<file path="config.mk">
export PLATFORM = sky130hd
export DESIGN_NAME = sopg_sync_out
export DESIGN_NICKNAME = d
export VERILOG_FILES = /design/src/design/sopg_pkg.sv /design/src/design/sopg_frame_rx.sv /design/src/design/sopg_sync_out.sv
export VERILOG_INCLUDE_DIRS = /design/src /design/src/design
export SDC_FILE = /design/constraint.sdc
export NUM_CORES = 1
export LEC_CHECK = 0
export BUFFER_PORTS_ARGS = -buffer_cell sky130_fd_sc_hd__buf_2
export CAP_MARGIN = 5
export CORE_MARGIN = 2
export CORE_UTILIZATION = 30
export CTS_BUF_LIST = sky130_fd_sc_hd__clkbuf_8 sky130_fd_sc_hd__clkbuf_16
export DETAILED_ROUTE_END_ITERATION = 8
export HOLD_SLACK_MARGIN = 0.1
export PLACE_DENSITY = 0.54
export SETUP_SLACK_MARGIN = 0.4
export SLEW_MARGIN = 40
export SYNTH_ARGS = -nofsm -noshare
export SYNTH_HDL_FRONTEND = slang
export SYNTH_SLANG_ARGS = --single-unit
</file>
<file path="constraint.sdc">
create_clock -name clk_sys -period 4.4 [get_ports clk_sys]
set_input_delay 0 -clock clk_sys [delete_from_list [all_inputs] [get_ports clk_sys]]
set_output_delay 0 -clock clk_sys [all_outputs]
set_load 0.01 [all_outputs]
</file>
<file path="src/design/sopg_consts.svh">
// constants for the sync output pulse generator: offsets, fields, resets, timing
`ifndef SOPG_CONSTS_SVH
`define SOPG_CONSTS_SVH

// command code of the settings frame, little endian on the wire
`define SOPG_CMD_CODE        32'h6f6e7373
// frame lengths in bytes
`define SOPG_REQ_BYTES       5'h10
`define SOPG_ANS_BYTES       3'h4
// bit positions inside the flag byte
`define SOPG_F_FOLLOW        0
`define SOPG_F_FIXED_LEVEL   1
`define SOPG_F_ACTIVE_LOW    2
`define SOPG_F_IN_STEPS      3
`define SOPG_F_ON_BEGIN      4
`define SOPG_F_ON_END        5
`define SOPG_F_ON_PERIOD     6
// field positions in the captured payload (bytes 0..13)
`define SOPG_P_CMD_LSB       0
`define SOPG_P_FLAGS_LSB     32
`define SOPG_P_WIDTH_LSB     40
`define SOPG_P_PERIOD_LSB    56
`define SOPG_P_ACC_LSB       72
`define SOPG_P_UACC_LSB      104
// reset values of the stored settings
`define SOPG_RST_FLAGS       8'h00
`define SOPG_RST_WIDTH       16'h0000
`define SOPG_RST_PERIOD      16'h0000
`define SOPG_RST_ACC         32'h00000000
`define SOPG_RST_UACC        8'h00
// timing: one width unit in time mode and the clock period, both in ns
`define SOPG_WIDTH_UNIT_NS   1000
`define SOPG_CLK_PERIOD_NS   20
`define SOPG_US_CYCLES       (`SOPG_WIDTH_UNIT_NS / `SOPG_CLK_PERIOD_NS)

`endif

</file>
<file path="src/design/sopg_pkg.sv">
// types shared by the sync output pulse generator files
package sopg_pkg;

	// settings frame receiver states
	typedef enum logic [1:0]
	{
		SOPG_RX_IDLE,
		SOPG_RX_COLLECT,
		SOPG_RX_ECHO
	} sopg_rx_state_e;

endpackage

</file>
<file path="src/design/sopg_frame_rx.sv">
// settings frame receiver: collects, checks, loads and echoes the command code
`timescale 1ns/1ns
`include "sopg_consts.svh"

module sopg_frame_rx
(
	input  wire logic        clk_sys,       // system clock
	input  wire logic        rst_n,         // async reset, active low
	input  wire logic [7:0]  rx_byte,       // incoming frame byte
	input  wire logic        rx_valid,      // rx_byte is valid this cycle
	input  wire logic        rx_first,      // marks the first byte of a frame
	output logic      [7:0]  tx_byte,       // answer byte
	output logic             tx_valid,      // answer byte valid
	input  wire logic        tx_ready,      // receiver takes the answer byte
	output logic      [7:0]  cfg_flags,     // captured flag byte
	output logic      [15:0] cfg_width,     // captured pulse width
	output logic      [15:0] cfg_period,    // captured period
	output logic      [31:0] cfg_acc,       // captured whole step window
	output logic      [7:0]  cfg_uacc,      // captured microstep window
	output logic             cfg_load       // one cycle: new settings valid
);

	sopg_pkg::sopg_rx_state_e state_reg, state_next;   // receiver state
	logic [4:0]   idx_reg, idx_next;                   // bytes taken so far
	logic [15:0]  sum_reg, sum_next;                   // running checksum
	logic [111:0] data_reg, data_next;                 // payload bytes 0..13
	logic [7:0]   crc_lo_reg, crc_lo_next;             // low checksum byte
	logic [2:0]   echo_reg, echo_next;                 // answer bytes sent
	logic         load_reg, load_next;                 // settings load strobe
	logic [15:0]  crc_rx;                              // received checksum
	logic         tx_valid_reg, tx_valid_next;         // answer byte offered
	logic [7:0]   tx_byte_reg, tx_byte_next;           // answer byte

	assign crc_rx = {rx_byte, crc_lo_reg};

	// next state: collect 16 bytes, verify, then echo the code
	always_comb
	begin
		state_next  = state_reg;
		idx_next    = idx_reg;
		sum_next    = sum_reg;
		data_next   = data_reg;
		crc_lo_next = crc_lo_reg;
		echo_next   = echo_reg;
		load_next   = 1'b0;
		case (state_reg)
			sopg_pkg::SOPG_RX_IDLE, sopg_pkg::SOPG_RX_COLLECT:
			begin
				if (rx_valid && rx_first)
				begin
					// fresh frame: byte 0 starts the payload and the sum
					data_next  = {rx_byte, data_reg[111:8]};
					sum_next   = {8'h00, rx_byte};
					idx_next   = 5'h01;
					state_next = sopg_pkg::SOPG_RX_COLLECT;
				end
				else if (rx_valid && state_reg == sopg_pkg::SOPG_RX_COLLECT)
				begin
					idx_next = idx_reg + 5'h01;
					if (idx_reg < 5'h0e)
					begin
						// payload byte
						data_next = {rx_byte, data_reg[111:8]};
						sum_next  = sum_reg + {8'h00, rx_byte};
					end
					else if (idx_reg == 5'h0e)
						crc_lo_next = rx_byte;  // checksum low byte
					else
					begin
						// last byte: accept only a good code and checksum
						state_next = sopg_pkg::SOPG_RX_IDLE;
						if (data_reg[`SOPG_P_CMD_LSB +: 32] == `SOPG_CMD_CODE
							&& crc_rx == sum_reg)
						begin
							load_next  = 1'b1;
							echo_next  = 3'h0;
							state_next = sopg_pkg::SOPG_RX_ECHO;
						end
					end
				end
			end
			sopg_pkg::SOPG_RX_ECHO:
			begin
				// incoming bytes are ignored until the echo is out
				if (tx_ready)
				begin
					echo_next = echo_reg + 3'h1;
					if (echo_reg == `SOPG_ANS_BYTES - 3'h1)
						state_next = sopg_pkg::SOPG_RX_IDLE;
				end
			end
			default:
				state_next = sopg_pkg::SOPG_RX_IDLE;
		endcase
		// answer registered so the pins come straight from flops
		tx_valid_next = (state_next == sopg_pkg::SOPG_RX_ECHO);
		tx_byte_next  = data_next[{echo_next[1:0], 3'h0} +: 8];
	end

	// registers of the receiver
	always_ff @(posedge clk_sys or negedge rst_n)
	begin
		if (!rst_n)
		begin
			state_reg  <= sopg_pkg::SOPG_RX_IDLE;
			idx_reg    <= 5'h00;
			sum_reg    <= 16'h0000;
			data_reg   <= 112'h0;
			crc_lo_reg <= 8'h00;
			echo_reg   <= 3'h0;
			load_reg   <= 1'b0;
			tx_valid_reg <= 1'b0;
			tx_byte_reg  <= 8'h00;
		end
		else
		begin
			state_reg  <= state_next;
			idx_reg    <= idx_next;
			sum_reg    <= sum_next;
			data_reg   <= data_next;
			crc_lo_reg <= crc_lo_next;
			echo_reg   <= echo_next;
			load_reg   <= load_next;
			tx_valid_reg <= tx_valid_next;
			tx_byte_reg  <= tx_byte_next;
		end
	end

	// answer: the command code, low byte first
	assign tx_valid   = tx_valid_reg;
	assign tx_byte    = tx_byte_reg;
	assign cfg_load   = load_reg;
	assign cfg_flags  = data_reg[`SOPG_P_FLAGS_LSB +: 8];
	assign cfg_width  = data_reg[`SOPG_P_WIDTH_LSB +: 16];
	assign cfg_period = data_reg[`SOPG_P_PERIOD_LSB +: 16];
	assign cfg_acc    = data_reg[`SOPG_P_ACC_LSB +: 32];
	assign cfg_uacc   = data_reg[`SOPG_P_UACC_LSB +: 8];

endmodule

</file>
<file path="src/design/sopg_sync_out.sv">
// sync output pulse generator top: settings store, triggers, width timer, pin
`timescale 1ns/1ns
`include "sopg_consts.svh"

module sopg_sync_out
(
	input  wire logic        clk_sys,          // system clock, 50 MHz
	input  wire logic        rst_n,            // async reset, active low
	input  wire logic [7:0]  rx_byte,          // settings frame byte
	input  wire logic        rx_valid,         // frame byte valid
	input  wire logic        rx_first,         // first byte of a frame
	output logic      [7:0]  tx_byte,          // echo byte
	output logic             tx_valid,         // echo byte valid
	input  wire logic        tx_ready,         // echo byte taken
	input  wire logic        move_active,      // a movement is in progress
	input  wire logic        step_pulse,       // one cycle per step or encoder pulse
	input  wire logic [31:0] position_whole,   // current position, whole steps
	input  wire logic [7:0]  position_micro,   // current position, microsteps
	input  wire logic [31:0] target_whole,     // target position, whole steps
	input  wire logic [7:0]  target_micro,     // target position, microsteps
	output logic             sync_out,         // sync output pin level
	output logic             pulse_active      // pulse in progress, true polarity
);

	localparam logic [5:0] US_CYCLES = 6'(`SOPG_US_CYCLES);   // cycles per microsecond

	logic [7:0]  cfg_flags;    // flag byte from the frame
	logic [15:0] cfg_width;    // width from the frame
	logic [15:0] cfg_period;   // period from the frame
	logic [31:0] cfg_acc;      // whole step window from the frame
	logic [7:0]  cfg_uacc;     // microstep window from the frame
	logic        cfg_load;     // frame accepted

	// frame receiver and echo
	sopg_frame_rx sopg_frame_rx_inst
	(
		.clk_sys    (clk_sys),
		.rst_n      (rst_n),
		.rx_byte    (rx_byte),
		.rx_valid   (rx_valid),
		.rx_first   (rx_first),
		.tx_byte    (tx_byte),
		.tx_valid   (tx_valid),
		.tx_ready   (tx_ready),
		.cfg_flags  (cfg_flags),
		.cfg_width  (cfg_width),
		.cfg_period (cfg_period),
		.cfg_acc    (cfg_acc),
		.cfg_uacc   (cfg_uacc),
		.cfg_load   (cfg_load)
	);

	// stored settings
	logic [7:0]  sync_output_flag_byte_reg, sync_output_flag_byte_next;   // flag byte
	logic [15:0] pulse_width_setting_reg, pulse_width_setting_next;   // width
	logic [15:0] pulse_period_count_reg, pulse_period_count_next;     // period
	logic [31:0] target_window_whole_reg, target_window_whole_next;   // window, steps
	logic [7:0]  target_window_microsteps_reg, target_window_microsteps_next;

	// settings store: replaced only by an accepted frame
	always_comb
	begin
		sync_output_flag_byte_next    = sync_output_flag_byte_reg;
		pulse_width_setting_next      = pulse_width_setting_reg;
		pulse_period_count_next       = pulse_period_count_reg;
		target_window_whole_next      = target_window_whole_reg;
		target_window_microsteps_next = target_window_microsteps_reg;
		if (cfg_load)
		begin
			sync_output_flag_byte_next    = cfg_flags;
			pulse_width_setting_next      = cfg_width;
			pulse_period_count_next       = cfg_period;
			target_window_whole_next      = cfg_acc;
			target_window_microsteps_next = cfg_uacc;
		end
	end

	// settings registers
	always_ff @(posedge clk_sys or negedge rst_n)
	begin
		if (!rst_n)
		begin
			sync_output_flag_byte_reg    <= `SOPG_RST_FLAGS;
			pulse_width_setting_reg      <= `SOPG_RST_WIDTH;
			pulse_period_count_reg       <= `SOPG_RST_PERIOD;
			target_window_whole_reg      <= `SOPG_RST_ACC;
			target_window_microsteps_reg <= `SOPG_RST_UACC;
		end
		else
		begin
			sync_output_flag_byte_reg    <= sync_output_flag_byte_next;
			pulse_width_setting_reg      <= pulse_width_setting_next;
			pulse_period_count_reg       <= pulse_period_count_next;
			target_window_whole_reg      <= target_window_whole_next;
			target_window_microsteps_reg <= target_window_microsteps_next;
		end
	end

	// flag decode
	logic output_follows_logic;   // pin driven by the pulse logic
	logic fixed_output_level;     // pin level while not following
	logic active_low_select;      // low level is active
	logic width_in_steps_select;  // width counted in steps
	logic pulse_on_move_begin;    // pulse at movement start
	logic pulse_on_move_end;      // pulse at movement stop
	logic pulse_every_period;     // periodic pulses

	assign output_follows_logic  = sync_output_flag_byte_reg[`SOPG_F_FOLLOW];
	assign fixed_output_level    = sync_output_flag_byte_reg[`SOPG_F_FIXED_LEVEL];
	assign active_low_select     = sync_output_flag_byte_reg[`SOPG_F_ACTIVE_LOW];
	assign width_in_steps_select = sync_output_flag_byte_reg[`SOPG_F_IN_STEPS];
	assign pulse_on_move_begin   = sync_output_flag_byte_reg[`SOPG_F_ON_BEGIN];
	assign pulse_on_move_end     = sync_output_flag_byte_reg[`SOPG_F_ON_END];
	assign pulse_every_period    = sync_output_flag_byte_reg[`SOPG_F_ON_PERIOD];

	// target window compare on absolute differences
	logic [31:0] diff_whole;     // position minus target, whole steps
	logic [31:0] abs_whole;      // magnitude of the whole step error
	logic [8:0]  diff_micro;     // microstep error, signed
	logic [7:0]  abs_micro;      // magnitude of the microstep error
	logic        in_window;      // position counts as reached

	assign diff_whole = position_whole - target_whole;
	assign abs_whole  = diff_whole[31] ? (32'h0 - diff_whole) : diff_whole;
	assign diff_micro = {1'b0, position_micro} - {1'b0, target_micro};
	assign abs_micro  = diff_micro[8] ? 8'(9'h0 - diff_micro) : diff_micro[7:0];
	assign in_window  = (abs_whole < target_window_whole_reg)
		|| (abs_whole == target_window_whole_reg
		&& abs_micro <= target_window_microsteps_reg);

	// trigger and pulse timing state
	logic        move_d_reg, move_d_next;        // movement level one cycle ago
	logic        end_pend_reg, end_pend_next;    // movement ended, awaiting window
	logic [15:0] per_cnt_reg, per_cnt_next;      // steps since last periodic pulse
	logic [5:0]  us_div_reg, us_div_next;        // microsecond prescaler
	logic [15:0] width_cnt_reg, width_cnt_next;  // width units left
	logic        active_reg, active_next;        // pulse in progress
	logic        sync_out_reg, sync_out_next;    // pin level
	logic        trig_begin;                     // start trigger
	logic        trig_end;                       // stop trigger
	logic        trig_period;                    // periodic trigger
	logic        trigger;                        // any trigger
	logic        unit_tick;                      // one width unit elapsed
	logic        us_tick;                        // one microsecond elapsed

	assign trig_begin  = pulse_on_move_begin && move_active && !move_d_reg;
	assign trig_end    = pulse_on_move_end && end_pend_reg && in_window;
	assign trig_period = pulse_every_period && pulse_period_count_reg != 16'h0000
		&& step_pulse && per_cnt_reg + 16'h0001 >= pulse_period_count_reg;
	assign trigger     = trig_begin || trig_end || trig_period;
	assign us_tick     = (us_div_reg == US_CYCLES - 6'h01);
	assign unit_tick   = width_in_steps_select ? step_pulse : us_tick;

	// next values: triggers, width count and pin level
	always_comb
	begin
		move_d_next    = move_active;
		end_pend_next  = end_pend_reg;
		per_cnt_next   = per_cnt_reg;
		us_div_next    = us_tick ? 6'h00 : us_div_reg + 6'h01;
		width_cnt_next = width_cnt_reg;
		active_next    = active_reg;
		// stop waits for the window; a new start cancels it
		if (move_active && !move_d_reg)
			end_pend_next = 1'b0;
		else if (!move_active && move_d_reg)
			end_pend_next = 1'b1;
		else if (trig_end || !pulse_on_move_end)
			end_pend_next = 1'b0;
		// period counter only runs while periodic mode is on
		if (!pulse_every_period)
			per_cnt_next = 16'h0000;
		else if (trig_period)
			per_cnt_next = 16'h0000;
		else if (step_pulse)
			per_cnt_next = per_cnt_reg + 16'h0001;
		// width timer; a trigger mid pulse restarts it
		if (trigger)
		begin
			width_cnt_next = pulse_width_setting_reg;
			active_next    = pulse_width_setting_reg != 16'h0000;
			us_div_next    = 6'h00;
		end
		else if (active_reg && unit_tick)
		begin
			width_cnt_next = width_cnt_reg - 16'h0001;
			active_next    = width_cnt_reg != 16'h0001;
		end
		// pin: logic with polarity, or the fixed level
		if (output_follows_logic)
			sync_out_next = active_next ^ active_low_select;
		else
			sync_out_next = fixed_output_level;
	end

	// trigger and pulse registers
	always_ff @(posedge clk_sys or negedge rst_n)
	begin
		if (!rst_n)
		begin
			move_d_reg    <= 1'b0;
			end_pend_reg  <= 1'b0;
			per_cnt_reg   <= 16'h0000;
			us_div_reg    <= 6'h00;
			width_cnt_reg <= 16'h0000;
			active_reg    <= 1'b0;
			sync_out_reg  <= 1'b0;
		end
		else
		begin
			move_d_reg    <= move_d_next;
			end_pend_reg  <= end_pend_next;
			per_cnt_reg   <= per_cnt_next;
			us_div_reg    <= us_div_next;
			width_cnt_reg <= width_cnt_next;
			active_reg    <= active_next;
			sync_out_reg  <= sync_out_next;
		end
	end

	assign sync_out     = sync_out_reg;
	assign pulse_active = active_reg;

endmodule

</file>
==> impl_metrics.toml, run 1 <==
[grt]
busiest_layer = "met2"
grt_util_met2_pct = 26.16
antenna_found_initial = 1
first_global_vias = 14079
grtUsageMet3_pct = 1.122
grt_usage_pct = 14.58
grt_max_degree = 107
grt_overflow_total = 0
met1_usage_pct = 19.03
grt_pass1_wl_um = 69300

[floorplan]
core.rowCount = 85
die-area_mm2 = 0.05658
die_w_um = 237.9
die_y_um = 237.9
core_area_mm2 = 0.05392
pin_count = 106
initial_utilization_pct = 30.43

[logic_synthesis]
synth_edf_count = 0
synthXorXnorAreaFrac_pct = 6.672
synth_fp_nets = 2106
synthArstFlopShare_pct = 100.0
synth_adder_area_share_pct = 9.135
syn_avg_cell_area_um2 = 8.668
yosys_warnings = 0
synth_top_area_share_pct = 42.24
ys_seq_area_share_pct = 42.24
synth_compound_area_share_pct = 12.14
synth_area_leaders = "dfrtp_1 42%, nand2_1 11%, ha_1 8.8%"
syn_inst = 1893
ys_ff_latch = 277
synth_ff_type = "dfrtp_1"
yosysTopAreaCell = "dfrtp_1"
netlist_area_mm2 = 0.01641
synthSimpleGateAreaFrac_pct = 21.25
muxShareOfSynthArea_pct = 4.118
ys_types = 71
synth_top_family_by_area = "simple AND/OR/NAND/NOR gates"

[detailed_routing]
vias = 13730
drcViolationCount = 0
vias_per_cell = 4.738
first_pass_iters = 5
routed_wirelength_um = 41340
drtAntennaViolNets = 0
drt_first_iter_violations = 679
wl_per_cell_um = 14.27

[sta]
relSlewSlack_pct = 47.15
setup_violations = 15
fin_crit_sh_pct = 103.1
finalHoldViolCount = 0
fin_crit_ns = 4.537
tightest_slew_ns = 0.7897
max_freq_ghz = 0.2204
rsz0062_at_grt = "true"
setup_ws_ns = -0.1370
finalClockSkew_ns = 0.008500
tns_ns = -0.6073
slew_violations = 0

[clock_network]
clk_latency_ns = 0.55
numCtsBuffers = 29
path_clk_slew_ns = 0.06
cts_max_level = 1
cts_root_buffer = "clkbuf_16"
cts.sinks = 277
tritoncts = "yes"
max-clock-path-buffers = 3

[flow_run]
max-cap-violations = 0

[place]
port_buffers = 105
dpl.hpwl_um = 30400
place_ws_ns = -0.8681
gp_congestion = 0.8566

[finish]
areaGrowthSynthToFinish_pct = 27.11
final_common_cell = "nand2_1"
n_fill_cell = 5367
final_cell_mix = "493 x nand2_1, 275 x dfrtp_1, 184 x buf_4"
diodes = 0
drive_gt1_share_pct = 21.89
nets = 2396
fin_util_pct = 38.68

[hold_path]
hp-class = "in2reg"
min_from = "move_active"

[worst_setup_path]
rr_startpoint = "per_cnt_reg[0]"
critPathMaxFanout = 3
cp_cell_sequence = "buf_2, ha_4, and2_4, a221o_1, buf_6, o211a_1, or3_4, a211oi_4, nand4b_1, nand2b_4, or4_4, o21ai_2, xor2_1, ha_1, a21oi_2, nor2b_1, o21ai_1, o211ai_1, a21oi_1, o21ai_1, o21ai_2, nor3_4, or4b_4, o2111ai_2"
cp_top_family = "simple AND/OR/NAND/NOR gates"
worstSetupPathType = "in2reg"
path_buf_inv = 2
startpoint = "position_whole[4]"
cp.arrival_ns = 5.00
slowest_stage = "or4_4"
start_kind = "input port"
cp-end-kind = "flip-flop"
cp.required_ns = 4.86
slowest_delay_ns = 0.57

[power]
clockPowerShare_pct = 32.6
power.density_mw_per_mm2 = 368.6
intPower_uw = 5331
seq_power_share_pct = 40.3
p_leak_uw = 0.01024
power_uw = 7688
ir_worst_vdd_mv = 0.2777
p_sw_share_pct = 30.65
power_frac_comb_pct = 27.2
switchingPower_uw = 2356

[status]
status = "finished with violations"
violations = "setup timing"
==> per-layer routing <==
layer / share of wire [%] / up-vias
li1: - / 6965
met1: 46 / 6529
met5: 0 / -
met4: 1.7 / 0
met2: 50 / 186
met3: 2.4 / 50
==> metrics by stage <==
step           area (um2)  hold slack (ns)  cells
6_report            20860           0.2258   2898
5_1_grt             20860           0.2099   2898
4_1_cts             20550           0.1904   2893
3_5_place_dp        19100         -0.04573   2810
3_3_place_gp        19020           0.1399   2805
2_1_floorplan       16510          -0.2956   1893
==> what timing repair did <==
action / in CTS / in global routing
setup buffers: 16 / 2
hold buffers: 17 / 0
resized for setup: 42 / 57
cloned: 0 / 3
endpoints found under the setup margin: 25 / 32
endpoints found under the hold margin: 222 / 0
pin swaps: 38 / 12
==> final cells by class <==
cell class	instances	area (um2)	area share (%)
sequential	277	6937	33.26
clock buffer	34	794.5	3.809
tap	696	870.8	4.175
inverter	125	484.2	2.322
multi-input combinational	1425	9194	44.08
timing repair buffer	325	2404	11.52
clock inverter	16	172.7	0.8279
==> Yosys cell counts (19+ instances only) <==
cell type,count
nand2_1,493
ha_1,115
inv_1,124
o21ai_0,115
clkbuf_1,55
nor2_1,110
a21oi_1,80
nor3_1,26
xnor2_1,87
dfrtp_1,277
nor4_1,19
nand3_1,29
mux2i_1,27
a21o_1,33
mux2_2,36
xor2_1,38
nand2b_1,21
nand4_1,28
==> power by group through the flow <==
stage	logic, uW	registers [uW]	clock network [uW]
floorplan	1290	3060	0
global placement	1930	3130	0
detailed placement	2000	3140	0
CTS	2080	3100	2570
global route	2380	3130	2670
finish	2090	3100	2500
==> worst register-to-register path, cell delays in order (launching register included) <==
cell,delay [ns]
dfrtp_2,0.40
ha_1,0.20
nand3_1,0.13
nor2_1,0.18
and3_1,0.21
and3_1,0.20
nand3_1,0.12
nor2_1,0.15
xor2_1,0.25
ha_1,0.30
a21o_1,0.16
a21oi_1,0.16
o21ai_0,0.13
a21oi_2,0.17
nor2_1,0.13
nor3_4,0.30
buf_6,0.18
buf_4,0.16
o2111ai_2,0.13
==> path summary, 6_finish.rpt <==
path                                               endpoint  slack [ns]  cells past startpoint
max in group asynchronous   target_window_microsteps_reg[3]        2.88                      5
hold / removal                                   move_d_reg        0.23                      2
setup reg to reg                                   sync_out        0.60                     18
setup / recovery                                   sync_out       -0.14                     24
min in group asynchronous  sopg_frame_rx_inst.crc_lo_reg[3]        0.58                      4
hold reg to reg                                   flip-flop        0.48                      2
==> cells by family after synthesis <==
| kind of cell | Yosys count |
|---|---|
| AOI/OAI and AO/OA | 324 |
| adders and majority gates | 118 |
| DFF | 277 |
| and+or+nand+nor | 795 |
| muxes | 63 |
| xor gates and xnor gates | 125 |
| buffers and inverters | 191 |
Power figures use the tool's default switching activity.
==> run 2, diff against run 1 <==
--- a/config.mk
+++ b/config.mk
@@ -8,14 +8,15 @@
 export LEC_CHECK = 0
 export BUFFER_PORTS_ARGS = -buffer_cell sky130_fd_sc_hd__buf_2
 export CAP_MARGIN = 5
+export CELL_PAD_IN_SITES_DETAIL_PLACEMENT = 1
+export CELL_PAD_IN_SITES_GLOBAL_PLACEMENT = 1
 export CORE_MARGIN = 2
 export CORE_UTILIZATION = 30
 export CTS_BUF_LIST = sky130_fd_sc_hd__clkbuf_8 sky130_fd_sc_hd__clkbuf_16
 export DETAILED_ROUTE_END_ITERATION = 8
 export HOLD_SLACK_MARGIN = 0.1
-export PLACE_DENSITY = 0.54
+export PLACE_DENSITY = 0.65
 export SETUP_SLACK_MARGIN = 0.4
-export SLEW_MARGIN = 40
 export SYNTH_ARGS = -nofsm -noshare
 export SYNTH_HDL_FRONTEND = slang
 export SYNTH_SLANG_ARGS = --single-unit
==> impl_metrics.toml, run 2 (same netlist as run 1, synthesis figures left out) <==
[detailed_routing]
vias = 14220
vias_per_cell = 4.893
first_pass_iters = 4
drt_first_iter_violations = 610
wl_per_cell_um = 16.11
drcViolationCount = 0
drtAntennaViolNets = 0
routed_wirelength_um = 46810

[clock_network]
cts_root_buffer = "clkbuf_16"
cts_max_level = 1
max-clock-path-buffers = 3
path_clk_slew_ns = 0.06
clk_latency_ns = 0.59
tritoncts = "yes"
cts.sinks = 277
numCtsBuffers = 30

[grt]
busiest_layer = "met2"
antenna_found_initial = 1
grtUsageMet3_pct = 1.504
grt_pass1_wl_um = 77910
grt_overflow_total = 0
grt_max_degree = 152
first_global_vias = 15316
grt_usage_pct = 16.53
grt_util_met2_pct = 30.07
met1_usage_pct = 20.88

[worst_setup_path]
start_kind = "input port"
worstSetupPathType = "in2reg"
slowest_stage = "or4_4"
r2r_setup_slack_ns = 0.52
cp.required_ns = 4.90
cp-end-kind = "flip-flop"
slowest_delay_ns = 0.56
cp.arrival_ns = 4.99
critPathMaxFanout = 3

[sta]
fin_crit_sh_pct = 102.0
rsz0062_at_grt = "true"
setup_violations = 11
whs_ns = 0.1902
finalHoldViolCount = 0
relSlewSlack_pct = 21.73
setup_ws_ns = -0.08749
finalClockSkew_ns = 0.04001
tns_ns = -0.3498
slew_violations = 0
fin_crit_ns = 4.487
max_freq_ghz = 0.2228
tightest_slew_ns = 1.172

[finish]
design_area_mm2 = 0.02096
final_cell_mix = "492 x nand2_1, 275 x dfrtp_1, 191 x buf_4"
diodes = 0
multi_input_area_mm2 = 0.009231
n_fill_cell = 6278
nets = 2402
regArea_mm2 = 0.006937
final_common_cell = "nand2_1"
drive_gt1_share_pct = 22.40
areaGrowthSynthToFinish_pct = 27.72

[power]
power_uw = 7718
ir_worst_vdd_mv = 0.2602
p_sw_share_pct = 31.69
power.density_mw_per_mm2 = 368.3
intPower_uw = 5272
power_frac_comb_pct = 27.9
p_leak_uw = 0.01027
seq_power_share_pct = 40.3
clockPowerShare_pct = 31.8
switchingPower_uw = 2446

[place]
dpl.hpwl_um = 34070
gp_congestion = 0.8295
placedInstanceArea_mm2 = 0.01905
port_buffers = 105
place_ws_ns = -1.057

[floorplan]
core.rowCount = 85
die_y_um = 237.9
die-area_mm2 = 0.05658
initial_utilization_pct = 30.43
die_w_um = 237.9
core_area_mm2 = 0.05392
pin_count = 106

[hold_path]
hp-class = "in2reg"

[flow_run]
max-cap-violations = 0

[status]
violations = "setup timing"
status = "finished with violations"
## run 2: layout make-up
type                            instances  area share (%)
Clock buffer                           38           4.108
Timing Repair Buffer                  330           11.77
Clock inverter                         15          0.5075
Tap cell                              696           4.155
Inverter                              125           2.311
Sequential cell                       277           33.10
Multi-Input combinational cell       1425           44.05
## run 2: through the flow
| stage | util, % | std cells |
|---|---|---|
| after floorplan | - | 1893 |
| after global placement | 35.33 | 2808 |
| after detailed placement | 35.33 | 2808 |
| after CTS | 38.37 | 2899 |
| after global routing | 38.87 | 2906 |
| final | 38.87 | 2906 |
## run 2: final timing paths
path                              startpoint                        endpoint  cells after the start
setup / recovery           position_whole[0]                        sync_out                     27
hold / removal                   move_active                      move_d_reg                      2
setup reg to reg              per_cnt_reg[0]                width_cnt_reg[7]                     19
hold reg to reg                    flip-flop                       flip-flop                      2
max in group asynchronous              rst_n                       async pin                      4
min in group asynchronous              rst_n  sopg_frame_rx_inst.data_reg[1]                      4
## run 2: routing by layer
layer	wire length, um	share of wire [%]	vias up
li1	-	-	6950
met5	0	0	-
met2	23920	51	166
met4	1085	2.3	0
met3	1048	2.2	68
met1	20750	44	7036
## run 2: power by group through the flow
stage | combinational, uW | sequential (uW) | clock (uW)
2_1_floorplan | 1290 | 3060 | 0
3_3_place_gp | 1950 | 3140 | 0
3_5_place_dp | 2050 | 3160 | 0
4_1_cts | 2140 | 3110 | 2520
5_1_grt | 2450 | 3150 | 2630
6_report | 2160 | 3110 | 2450
## run 2: critical path, delay by kind of cell
kind | cells | cell delay (ns)
xor+xnor | 2 | 0.41
buf+inv | 4 | 0.32
fa+ha+maj | 3 | 0.74
simple gates | 5 | 1.27
compound gates | 13 | 2.24
## run 2: what timing repair did
action	4_1_cts	5_1_grt
hold buffers	18	0
setup endpoints to repair	41	30
gates cloned	1	1
endpoints found under the hold margin	143	0
gates resized for setup	72	46
pin swaps	33	24
setup buffers	19	6
